`src/rtl/capstan_tbc_pkg.sv`:
```
// Constants and types shared by the capstan time base comparator
package capstan_tbc_pkg;

  // ----------------------------------------
  // Clock and timing
  // ----------------------------------------
  localparam int CLK_PERIOD_NS = 10;
  localparam int STAGE1_TIME_US = 220;
  localparam int STAGE2_TIME_US = 3000;
  localparam int STAGE1_CYCLES = (STAGE1_TIME_US * 1000) / CLK_PERIOD_NS;
  localparam int STAGE2_CYCLES = (STAGE2_TIME_US * 1000) / CLK_PERIOD_NS;

  // ----------------------------------------
  // Counter widths and reset values
  // ----------------------------------------
  localparam int TRIM_WIDTH = 20;
  localparam int CNT1_WIDTH = 16;
  localparam logic [CNT1_WIDTH-1:0] CNT1_RESET = 16'h0000;
  localparam logic [TRIM_WIDTH-1:0] CNT2_RESET = 20'h0_0000;
  localparam logic [CNT1_WIDTH-1:0] STAGE1_COUNT = CNT1_WIDTH'(STAGE1_CYCLES);
  localparam logic [TRIM_WIDTH-1:0] TRIM_DEFAULT = TRIM_WIDTH'(STAGE2_CYCLES);
  localparam logic COMP_OUT_IDLE = 1'b0;

  // ----------------------------------------
  // One-shot states
  // ----------------------------------------
  typedef enum logic [1:0] {
    SHOT_IDLE = 2'b01,
    SHOT_ACTIVE = 2'b10
  } shot_state_type;

endpackage : capstan_tbc_pkg

```
`src/rtl/capstan_time_base_comparator.sv`:
```
// Capstan speed time base comparator: squarer, two one-shots, early reset
`timescale 1ns/1ps
module capstan_time_base_comparator (
  input wire logic ref_clk,
  input wire logic rst_n,
  input wire logic tachLevel,
  input wire logic [capstan_tbc_pkg::TRIM_WIDTH-1:0] period_trim_setting,
  output logic squaredTach,
  output logic compOut,
  output logic stage1Busy,
  output logic stage2Busy
);
  import capstan_tbc_pkg::*;

  // ----------------------------------------
  // Squaring stage
  // ----------------------------------------
  logic sqWave;
  logic trigPulse;

  tach_squarer squarer (
    .ref_clk(ref_clk),
    .rst_n(rst_n),
    .tachLevel(tachLevel),
    .squareOut(sqWave),
    .fallPulse(trigPulse)
  );

  // ----------------------------------------
  // Trim capture
  // ----------------------------------------
  // Trim is a static setting from another domain, so pass it through two flops
  logic [TRIM_WIDTH-1:0] trimA_r;
  logic [TRIM_WIDTH-1:0] trimB_r;
  logic [TRIM_WIDTH-1:0] trimUse;

  always_ff @(posedge ref_clk or negedge rst_n) begin
    if (!rst_n) begin
      trimA_r <= TRIM_DEFAULT;
      trimB_r <= TRIM_DEFAULT;
    end else begin
      trimA_r <= period_trim_setting;
      trimB_r <= trimA_r;
    end
  end

  // Zero trim would wrap the stage two count to its maximum, so fall back to nominal
  assign trimUse = (trimB_r == CNT2_RESET) ? TRIM_DEFAULT : trimB_r;

  // ----------------------------------------
  // First one-shot
  // ----------------------------------------
  shot_state_type s1State_r;
  shot_state_type s1State_nxt;
  logic [CNT1_WIDTH-1:0] cnt1_r;
  logic [CNT1_WIDTH-1:0] cnt1_nxt;
  logic s1Start;
  logic s1End;

  always_comb begin
    s1State_nxt = s1State_r;
    cnt1_nxt = cnt1_r;
    s1Start = 1'b0;
    s1End = 1'b0;
    unique case (s1State_r)
      SHOT_IDLE: begin
        if (trigPulse) begin
          s1State_nxt = SHOT_ACTIVE;
          cnt1_nxt = STAGE1_COUNT - 16'h0001;
          s1Start = 1'b1;
        end
      end
      SHOT_ACTIVE: begin
        if (cnt1_r == CNT1_RESET) begin
          s1State_nxt = SHOT_IDLE;
          s1End = 1'b1;
        end else begin
          cnt1_nxt = cnt1_r - 16'h0001;
        end
      end
      default: begin
        s1State_nxt = SHOT_IDLE;
        cnt1_nxt = CNT1_RESET;
      end
    endcase
  end

  always_ff @(posedge ref_clk or negedge rst_n) begin
    if (!rst_n) begin
      s1State_r <= SHOT_IDLE;
      cnt1_r <= CNT1_RESET;
    end else begin
      s1State_r <= s1State_nxt;
      cnt1_r <= cnt1_nxt;
    end
  end

  // ----------------------------------------
  // Second one-shot
  // ----------------------------------------
  shot_state_type s2State_r;
  shot_state_type s2State_nxt;
  logic [TRIM_WIDTH-1:0] cnt2_r;
  logic [TRIM_WIDTH-1:0] cnt2_nxt;
  logic [TRIM_WIDTH-1:0] elapsed_r;
  logic [TRIM_WIDTH-1:0] elapsed_nxt;
  logic earlyOk;

  assign earlyOk = elapsed_r >= (trimUse >> 1);

  always_comb begin
    s2State_nxt = s2State_r;
    cnt2_nxt = cnt2_r;
    elapsed_nxt = elapsed_r;
    unique case (s2State_r)
      SHOT_IDLE: begin
        if (s1End) begin
          s2State_nxt = SHOT_ACTIVE;
          cnt2_nxt = trimUse - 20'h0_0001;
          elapsed_nxt = 20'h0_0001;
        end
      end
      SHOT_ACTIVE: begin
        if (s1Start && earlyOk) begin
          s2State_nxt = SHOT_IDLE;
          cnt2_nxt = CNT2_RESET;
          elapsed_nxt = CNT2_RESET;
        end else if (cnt2_r == CNT2_RESET) begin
          s2State_nxt = SHOT_IDLE;
          elapsed_nxt = CNT2_RESET;
        end else begin
          cnt2_nxt = cnt2_r - 20'h0_0001;
          elapsed_nxt = elapsed_r + 20'h0_0001;
        end
      end
      default: begin
        s2State_nxt = SHOT_IDLE;
        cnt2_nxt = CNT2_RESET;
        elapsed_nxt = CNT2_RESET;
      end
    endcase
  end

  always_ff @(posedge ref_clk or negedge rst_n) begin
    if (!rst_n) begin
      s2State_r <= SHOT_IDLE;
      cnt2_r <= CNT2_RESET;
      elapsed_r <= CNT2_RESET;
    end else begin
      s2State_r <= s2State_nxt;
      cnt2_r <= cnt2_nxt;
      elapsed_r <= elapsed_nxt;
    end
  end

  // ----------------------------------------
  // Outputs
  // ----------------------------------------
  logic square_r;
  logic comp_r;
  logic comp_nxt;
  logic busy1_r;
  logic busy2_r;

  // inverted stage two
  // Stage two is active-low, so its inverse is high while active
  assign comp_nxt = (s2State_nxt == SHOT_ACTIVE) ? ~COMP_OUT_IDLE : COMP_OUT_IDLE;

  always_ff @(posedge ref_clk or negedge rst_n) begin
    if (!rst_n) begin
      square_r <= 1'b0;
      comp_r <= COMP_OUT_IDLE;
      busy1_r <= 1'b0;
      busy2_r <= 1'b0;
    end else begin
      square_r <= sqWave;
      comp_r <= comp_nxt;
      busy1_r <= (s1State_nxt == SHOT_ACTIVE);
      busy2_r <= (s2State_nxt == SHOT_ACTIVE);
    end
  end

  assign squaredTach = square_r;
  assign compOut = comp_r;
  assign stage1Busy = busy1_r;
  assign stage2Busy = busy2_r;
endmodule : capstan_time_base_comparator

```
`src/rtl/tach_squarer.sv`:
```
// Tachometer synchroniser and squaring stage
`timescale 1ns/1ps
module tach_squarer (
  input wire logic ref_clk,
  input wire logic rst_n,
  input wire logic tachLevel,
  output logic squareOut,
  output logic fallPulse
);
  import capstan_tbc_pkg::*;

  // ----------------------------------------
  // Two-stage synchroniser
  // ----------------------------------------
  logic syncA_r;
  logic syncB_r;
  logic square_r;
  logic square_nxt;
  logic fall_r;
  logic fall_nxt;

  always_comb begin
    square_nxt = syncB_r;
    fall_nxt = square_r & ~syncB_r;
  end

  always_ff @(posedge ref_clk or negedge rst_n) begin
    if (!rst_n) begin
      syncA_r <= 1'b0;
      syncB_r <= 1'b0;
      square_r <= 1'b0;
      fall_r <= 1'b0;
    end else begin
      syncA_r <= tachLevel;
      syncB_r <= syncA_r;
      square_r <= square_nxt;
      fall_r <= fall_nxt;
    end
  end

  assign squareOut = square_r;
  assign fallPulse = fall_r;
endmodule : tach_squarer

```
`config.mk`:
```
export PLATFORM = sky130hd
export DESIGN_NAME = capstan_time_base_comparator
export DESIGN_NICKNAME = d
export VERILOG_FILES = /design/src/rtl/capstan_tbc_pkg.sv /design/src/rtl/capstan_time_base_comparator.sv /design/src/rtl/tach_squarer.sv
export SDC_FILE = /design/constraint.sdc
export NUM_CORES = 1
export LEC_CHECK = 0
export BUFFER_PORTS_ARGS = -buffer_cell sky130_fd_sc_hd__buf_2
export CAP_MARGIN = 20
export CORE_UTILIZATION = 52
export CTS_CLUSTER_SIZE = 8
export DETAILED_ROUTE_END_ITERATION = 8
export PLACE_DENSITY = 0.71
export REMOVE_ABC_BUFFERS = 1
export SLEW_MARGIN = 10
export SYNTH_ARGS = -nofsm -noshare
export SYNTH_HDL_FRONTEND = slang
export SYNTH_SLANG_ARGS = --single-unit
```
`constraint.sdc`:
```
create_clock -name ref_clk -period 6.13 [get_ports ref_clk]
set_input_delay 1.226 -clock ref_clk [delete_from_list [all_inputs] [get_ports ref_clk]]
set_output_delay 1.226 -clock ref_clk [all_outputs]
set_load 0.005 [all_outputs]
```
==> results.md, run 1 <==
* Clk_skew at 19.1 ps
* Fill count at 920
* Post-Synth Adder-Cell Area at 6.45%
* CP cell instances: nor3_1 -> nand4_1 -> or3_1 -> nor2_1 -> buf_4 -> nor2_1 -> ha_1 -> nand4b_1 -> or2_2 -> nor3_1 -> a211oi_1 -> o21ai_2 -> o21a_1 -> nand2_1 -> o211ai_1
* Clk sinks at 107
* Most common cell after layout, fill and taps aside: dfrtp_1
* Final setup viols at 0
* Initial core utilization at 54.0%
* Synthesized flop and latch total at 107
* CP bufs+invs at 1
* Register area at 2700 um2
* Wire length per cell at 16.9 um
* HP Start: trimA_r[15]$_DFF_PN1_
* CTS tree: done
* Vias per cell at 5.97
* Total Neg Setup Slack at 0 ps
* CP max stage delay at 470 ps
* P_leak at 2.69 nW
* Commonest cells after routing, fill and taps aside: 89 x dfrtp_1, 61 x nor2_1, 48 x o21ai_0
* Worst-path clk slew at 130 ps
* Hold Fails Final Rpt at 0
* Synth-to-layout area growth at 8.16%
* First-pass GRT wire length at 21.7 mm
* Crit end category: register
* Async S/R FF share, synth at 100%
* Period Utilization, post-route at 74.4%
* Total gr overflow at 0
* Startpoint types: register
* DR pass1 iterations at 5
* Slew Viols, Final at 0
* Largest family of logic cells by synthesized area: simple AND/OR/NAND/NOR gates
* Pre-CTS setup slack at 1660 ps
* Max-Cap Viols at 0
* YS warnings at 0
* Top-area cell type share of the netlist area at 39.6%
* Setup CP Type: reg -> reg
* Final GP Congestion at 0.904
* Final WS setup at 1570 ps
* Worst slew pin tran at 841 ps
* Syn_area_per_cell at 9.45 um2
* R2R Path Start: trimB_r[4]$_DFF_PN0_
* Area of the mapped netlist at 5620 um2
* Status: complete, no violations
* H-Tree Level Count at 3
* Compound-gate portion of the synthesized area at 16.9%
* Worst min path class: reg -> reg
* Min Tclk post-route at 4560 ps
* WP data arrival at 4860 ps
* CP max stage cell: nor3_1
* Post-synthesis xor/xnor area fraction at 3.74%
* Drt initial violations at 339
* Unrepaired setup endpoints after global routing: false
* Die W at 106 um
* Longest Clk Path Bufs at 2
* Cts hold-fix bufs at 0
* Nets at 663
* Die area at 11200 um2
* Number of remaining DRC errors at 0
* Initial antenna violation count at 0
* Post-synth cell types at 54
* Max IR drop VDD at 0.366 mV
* Largest net degree at the start of global routing at 71
* Core area at 10400 um2
* Yosys top cell by area: dfrtp_1
* Cells after Synth at 595
* Power Dens Cells at 362 nW/um2
* Vias in the first global route at 4345
* Multi-input gate area at 2710 um2
* Std-Cell Rows at 37
* Vias at 4492
* Antenna diode count at 0
* Worst EP required at 6430 ps
* Post-Route WL at 12.7 mm
* EDFF count, synth at 0
* Post-synthesis sequential area ratio at 48.0%
* Ranking of synthesized cells by area: dfrtp_1 40%, dfstp_2 8.4%, ha_1 6.5%
* Post-route ant nets at 0
* Later-pin clock latency in the skew report at 400 ps
* Vert. Die Dim at 106 um
* CP max FO at 19
* CTS Buf Count at 9
* Synth Area in Simple Gates at 20.7%
* Worst setup startpoint: trimB_r[4]$_DFF_PN0_
* Post-DP HPWL at 9.15 mm
* Fmax at 0.219 GHz
* Input/output buffers at 26
* Post-synthesis mux area share at 0.200%
* Post-CTS Setup Inserts at 0
* GRT Total Usage at 24.9%
* IO Pins at 27
* Post-synth top flop: dfrtp_1
* Max-slew headroom at 43.9%
* Crit path max-delay family: simple AND/OR/NAND/NOR gates
* Layout cells sized above 1 at 12.8%
* Root Driver: clkbuf_8
* Post-cts sizing count at 0
==> per-stage QoR <==
step | total power [mW] | instance area, um2 | util, % | std cells | hold slack, ps
after CTS | 2.21 | 6080 | 58.4 | 752 | 357
after detailed placement | 1.74 | 5860 | 56.2 | 736 | 335
final | 2.20 | 6080 | 58.4 | 752 | 351
after global routing | 2.36 | 6080 | 58.4 | 752 | 369
after floorplan | 1.50 | 5510 | - | 568 | 331
after global placement | 1.71 | 5860 | 56.2 | 736 | 332
==> synthesized netlist by cell type, drive strengths merged, types with 6 or more instances <==
cell,instances
a21o,7
a21oi,28
a22o,7
a31oi,10
and3,8
buf,6
clkbuf,21
dfrtp,89
dfstp,18
ha,29
inv,28
nand2,41
nand2b,11
nand3,19
nor2,62
nor3,29
nor4,11
o211ai,9
o21ai,50
o31ai,10
or3,25
xnor2,11
xor2,13
==> per-layer routing <==
metal	global-route usage [%]	vias to the layer above	wire, um	part of all wire, %
met4	10.2	0	248	1.9
met3	5.82	20	716	5.6
met2	38.4	138	5730	45
met1	33.8	2168	6050	47
met5	0	-	0	0
li1	-	2166	-	-
==> final timing paths <==
check	depth (start not counted)	to	slack [ps]
worst max-delay path	15	cnt2_r[16]$_DFFE_PN0P_	1570
worst min-delay path	0	trimB_r[15]$_DFF_PN1_	350
worst max register to register	15	cnt2_r[16]$_DFFE_PN0P_	1570
worst min register to register	0	trimB_r[15]$_DFF_PN1_	350
max in group asynchronous	2	trimA_r[14]$_DFF_PN0_	4110
min in group asynchronous	1	elapsed_r[6]$_DFFE_PN0P_	800
==> state kept, by name, summed over array words and instances, names as in the netlist, 2 cells and up <==
register   flops
cnt1_r        16
trimA_r       20
trimB_r       20
s2State_r      2
s1State_r      2
cnt2_r        20
elapsed_r     20
==> where the power goes <==
| part | total (mW) | internal (mW) | leakage (nW) | switching, mW |
|---|---|---|---|---|
| clock | 0.457 | 0.171 | 0.110 | 0.286 |
| sequential | 0.898 | 0.815 | 1.34 | 0.0838 |
| combinational | 0.849 | 0.286 | 1.24 | 0.563 |
==> logic make-up (layout without fill, tap and decap cells) <==
family / after synthesis / in the layout
muxes: 1 / 1
adders and majority gates: 29 / 29
DFF: 107 / 107
AOI/OAI and AO/OA: 150 / 150
and+or+nand+nor: 229 / 229
xor gates and xnor gates: 24 / 24
buffers and inverters: 55 / 76
==> area by class of cell <==
cell class                 count  share of cell area [%]
multi-input combinational    433                    44.5
sequential                   107                    44.4
timing repair buffer          32                    2.92
tap                          136                    2.80
clock buffer                   9                    2.04
inverter                      28                    1.73
clock inverter                 7                    1.67
No activity file was read; power rests on OpenSTA's default activity.
==> run 2: changes to the inputs <==
--- a/config.mk
+++ b/config.mk
@@ -5,6 +5,7 @@
 export SDC_FILE = /design/constraint.sdc
 export NUM_CORES = 1
 export LEC_CHECK = 0
+export ABC_AREA = 1
 export BUFFER_PORTS_ARGS = -buffer_cell sky130_fd_sc_hd__buf_2
 export CAP_MARGIN = 20
 export CORE_UTILIZATION = 52
==> constraint.sdc (replaced) <==
create_clock -name ref_clk -period 4.78 [get_ports ref_clk]
set_input_delay 0.956 -clock ref_clk [delete_from_list [all_inputs] [get_ports ref_clk]]
set_output_delay 0.956 -clock ref_clk [all_outputs]
set_load 0.005 [all_outputs]
==> run 2 against run 1 <==
Die area increased by 13%. Via count increased by 21%. Sequential power increased by 31%. Highest routed layer unchanged. Cell area increased by 14%. Sequential cell count unchanged. Non-clock buffer count decreased by 3. Synthesized cell count increased by 39%.
==> results.md, run 2 <==
* Most common cell after layout, fill and taps aside: nand2_1
* Cells after Synth at 828 (+39%)
* Period Utilization, post-route at 73.0% (-1.4 points)
* Post-Synth Adder-Cell Area at 5.71% (-0.74 points)
* Post-route ant nets at 0 (unchanged)
* Hold EP: trimB_r[16]$_DFF_PN0_
* Top cells by instance count after synthesis: 229 x nand2_1, 105 x inv_1, 89 x dfrtp_1, 83 x nor2_1, 59 x nand3_1
* Crit-path most repeated cell: nand2_1
* Post-synth top flop: dfrtp_1
* Vias in the first global route at 5068 (+17%)
* Crit end category: register
* Synth-to-layout area growth at 9.27%
* Worst min path class: reg -> reg
* Ranking of synthesized cells by area: dfrtp_1 35%, nand2_1 14%, dfstp_2 7.4%
* Largest net degree at the start of global routing at 85 (+20%)
* IO Pins at 27 (unchanged)
* P_leak at 3.57 nW (+32%)
* Worst slew pin tran at 739 ps (-102 ps)
* CP max stage delay at 400 ps (-70 ps)
* CTS tree: done
* Final GP Congestion at 0.919 (+1.7%)
* Die W at 113 um (+6.2%)
* Max-slew headroom at 50.7% (+6.8 points)
* Syn_area_per_cell at 7.68 um2 (-19%)
* Post-CTS Setup Inserts at 0 (unchanged)
* Worst-path clk slew at 80 ps (-50 ps)
* Post-cts sizing count at 0 (unchanged)
* Number of remaining DRC errors at 0 (unchanged)
* Cts hold-fix bufs at 0 (unchanged)
* Wire length per cell at 14.2 um (-16%)
* YS warnings at 0 (unchanged)
* Worst EP required at 5040 ps (-1390 ps)
* Slew Viols, Final at 0 (unchanged)
* Core area at 12000 um2 (+15%)
* Hold Fails Final Rpt at 0 (unchanged)
* Drt initial violations at 417 (+23%)
* Startpoint types: register
* Post-synthesis xor/xnor area fraction at 4.27% (+0.53 points)
* Clk sinks at 107 (unchanged)
* CTS Buf Count at 9 (unchanged)
* Post-Route WL at 14.3 mm (+12%)
* Status: complete, no violations
* Total power at 3.11 mW (+41%)
* Clk_skew at 10.4 ps (-8.67 ps)
* Max IR drop VDD at 0.392 mV (+7.1%)
* Longest Clk Path Bufs at 2 (unchanged)
* Final WS setup at 1290 ps (-279 ps)
* Post-synthesis mux area share at 0% (-0.20 points)
* Hold depth at 0 (unchanged)
* Vias per cell at 5.41 (-9.5%)
* Area of the mapped netlist at 6360 um2 (+13%)
* CP max stage cell: nand2_1
* Vias at 5423 (+21%)
* Synthesized flop and latch total at 107 (unchanged)
* Synth Area in Simple Gates at 32.8% (+12 points)
* WP data arrival at 3750 ps (-1110 ps)
* CP cell instances: nor2_1 -> nand2_1 -> nor2_1 -> nand3_4 -> nand2_1 -> inv_1 -> ha_1 -> nand2_1 -> nor2_1 -> nor2b_1 -> nand4_1 -> nand4_1 -> nand2_2 -> nand2_1 -> nand2_1 -> nand2_1 -> nand2_1
* Most frequent cell after synthesis: nand2_1
* Nets at 903 (+36%)
* Die area at 12700 um2 (+13%)
* FF-to-FF path depth at 17 (+2)
* Unrepaired setup endpoints after global routing: false
* Top-area cell type share of the netlist area at 35.0% (-4.6 points)
* R2R Path Start: trimB_r[17]$_DFF_PN0_
* Root Driver: clkbuf_16
* HP Start: trimA_r[16]$_DFF_PN0_
* Power Dens Cells at 448 nW/um2 (+24%)
* Std-Cell Rows at 40 (+8.1%)
* Antenna diode count at 0 (unchanged)
* Commonest cells after routing, fill and taps aside: 229 x nand2_1, 105 x inv_1, 89 x dfrtp_1
* Yosys top cell by area: dfrtp_1
* Initial core utilization at 53.1% (-0.85 points)
* Post-DP HPWL at 10.7 mm (+17%)
* Post-synthesis sequential area ratio at 42.5% (-5.5 points)
* Initial antenna violation count at 0 (unchanged)
* First-pass GRT wire length at 24.3 mm (+12%)
* Pre-CTS setup slack at 1340 ps (-321 ps)
* Max-Cap Viols at 0 (unchanged)
* EDFF count, synth at 0 (unchanged)
* GRT Total Usage at 24.4% (-0.42 points)
* Async S/R FF share, synth at 100% (unchanged)
* Input/output buffers at 26 (unchanged)
* Fmax at 0.287 GHz (+31%)
* Total gr overflow at 0 (unchanged)
* Setup CP Type: reg -> reg
* H-Tree Level Count at 3 (unchanged)
* DR pass1 iterations at 8 (+3)
* Post-synth cell types at 43 (-20%)
* Later-pin clock latency in the skew report at 360 ps (-40 ps)
* CP bufs+invs at 1 (unchanged)
* CP max FO at 28 (+9)
* Layout cells sized above 1 at 13.0% (+0.14 points)
* Largest family of logic cells by synthesized area: simple AND/OR/NAND/NOR gates
* Total Neg Setup Slack at 0 ps (unchanged)
* Final setup viols at 0 (unchanged)
* Min Tclk post-route at 3490 ps (-1070 ps)
* Vert. Die Dim at 113 um (+6.2%)
* Crit path max-delay family: simple AND/OR/NAND/NOR gates
* Reg2reg setup slack at 1290 ps (-280 ps)
* Compound-gate portion of the synthesized area at 6.57% (-10 points)
* FF-to-FF End: cnt2_r[0]$_DFFE_PN0P_
run 2: layer usage:
metal / wire length, um / share of wire [%] / GRT usage, %
met3: 885 / 6.2 / 4.54
met2: 6670 / 47 / 39.2
met5: 0 / 0 / 0
met4: 330 / 2.3 / 9.33
met1: 6400 / 45 / 33.0
run 2: metrics by stage:
step	cell area, um2	cells	util (%)	hold WS (ps)
floorplan	6260	811	-	331
global placement	6600	986	55.1	333
detailed placement	6600	986	55.1	335
CTS	6920	1002	57.8	354
global route	6950	1003	58.1	358
finish	6950	1003	58.1	352
run 2: power by group:
part	switching (mW)	internal [mW]	leakage, nW	total (mW)
logic	0.778	0.382	2.07	1.16
clock network	0.385	0.382	0.155	0.767
registers	0.132	1.05	1.34	1.18
total	1.30	1.82	3.57	3.11
run 2: final cells by class:
cell class / instances / area, um2
repair buffers: 29 / 175
well taps: 147 / 184
multi-input cells: 591 / 3140
inverters: 113 / 424
clock buffers: 9 / 225
fillers: 1054 / 5010
clock inverters: 7 / 98.8
flip-flops and latches: 107 / 2700
run 2: cells by family after synthesis:
group	after synthesis
flops	107
buf+inv	130
compound gates	78
fa+ha+maj	29
simple gates	453
xor+xnor	31
run 2: worst max path at each step:
stage,startpoint,end,slack (ps),cells after the start
3_5_place_dp,trimB_r[17]$_DFF_PN0_,cnt2_r[0]$_DFFE_PN0P_,1340,17
3_3_place_gp,trimB_r[3]$_DFF_PN0_,cnt2_r[0]$_DFFE_PN0P_,1390,18
6_report,trimB_r[17]$_DFF_PN0_,cnt2_r[0]$_DFFE_PN0P_,1290,17
5_1_grt,trimB_r[7]$_DFF_PN1_,cnt2_r[0]$_DFFE_PN0P_,850,17
2_1_floorplan,trimB_r[11]$_DFF_PN0_,cnt2_r[0]$_DFFE_PN0P_,1550,16
4_1_cts,trimB_r[17]$_DFF_PN0_,cnt2_r[0]$_DFFE_PN0P_,1330,17
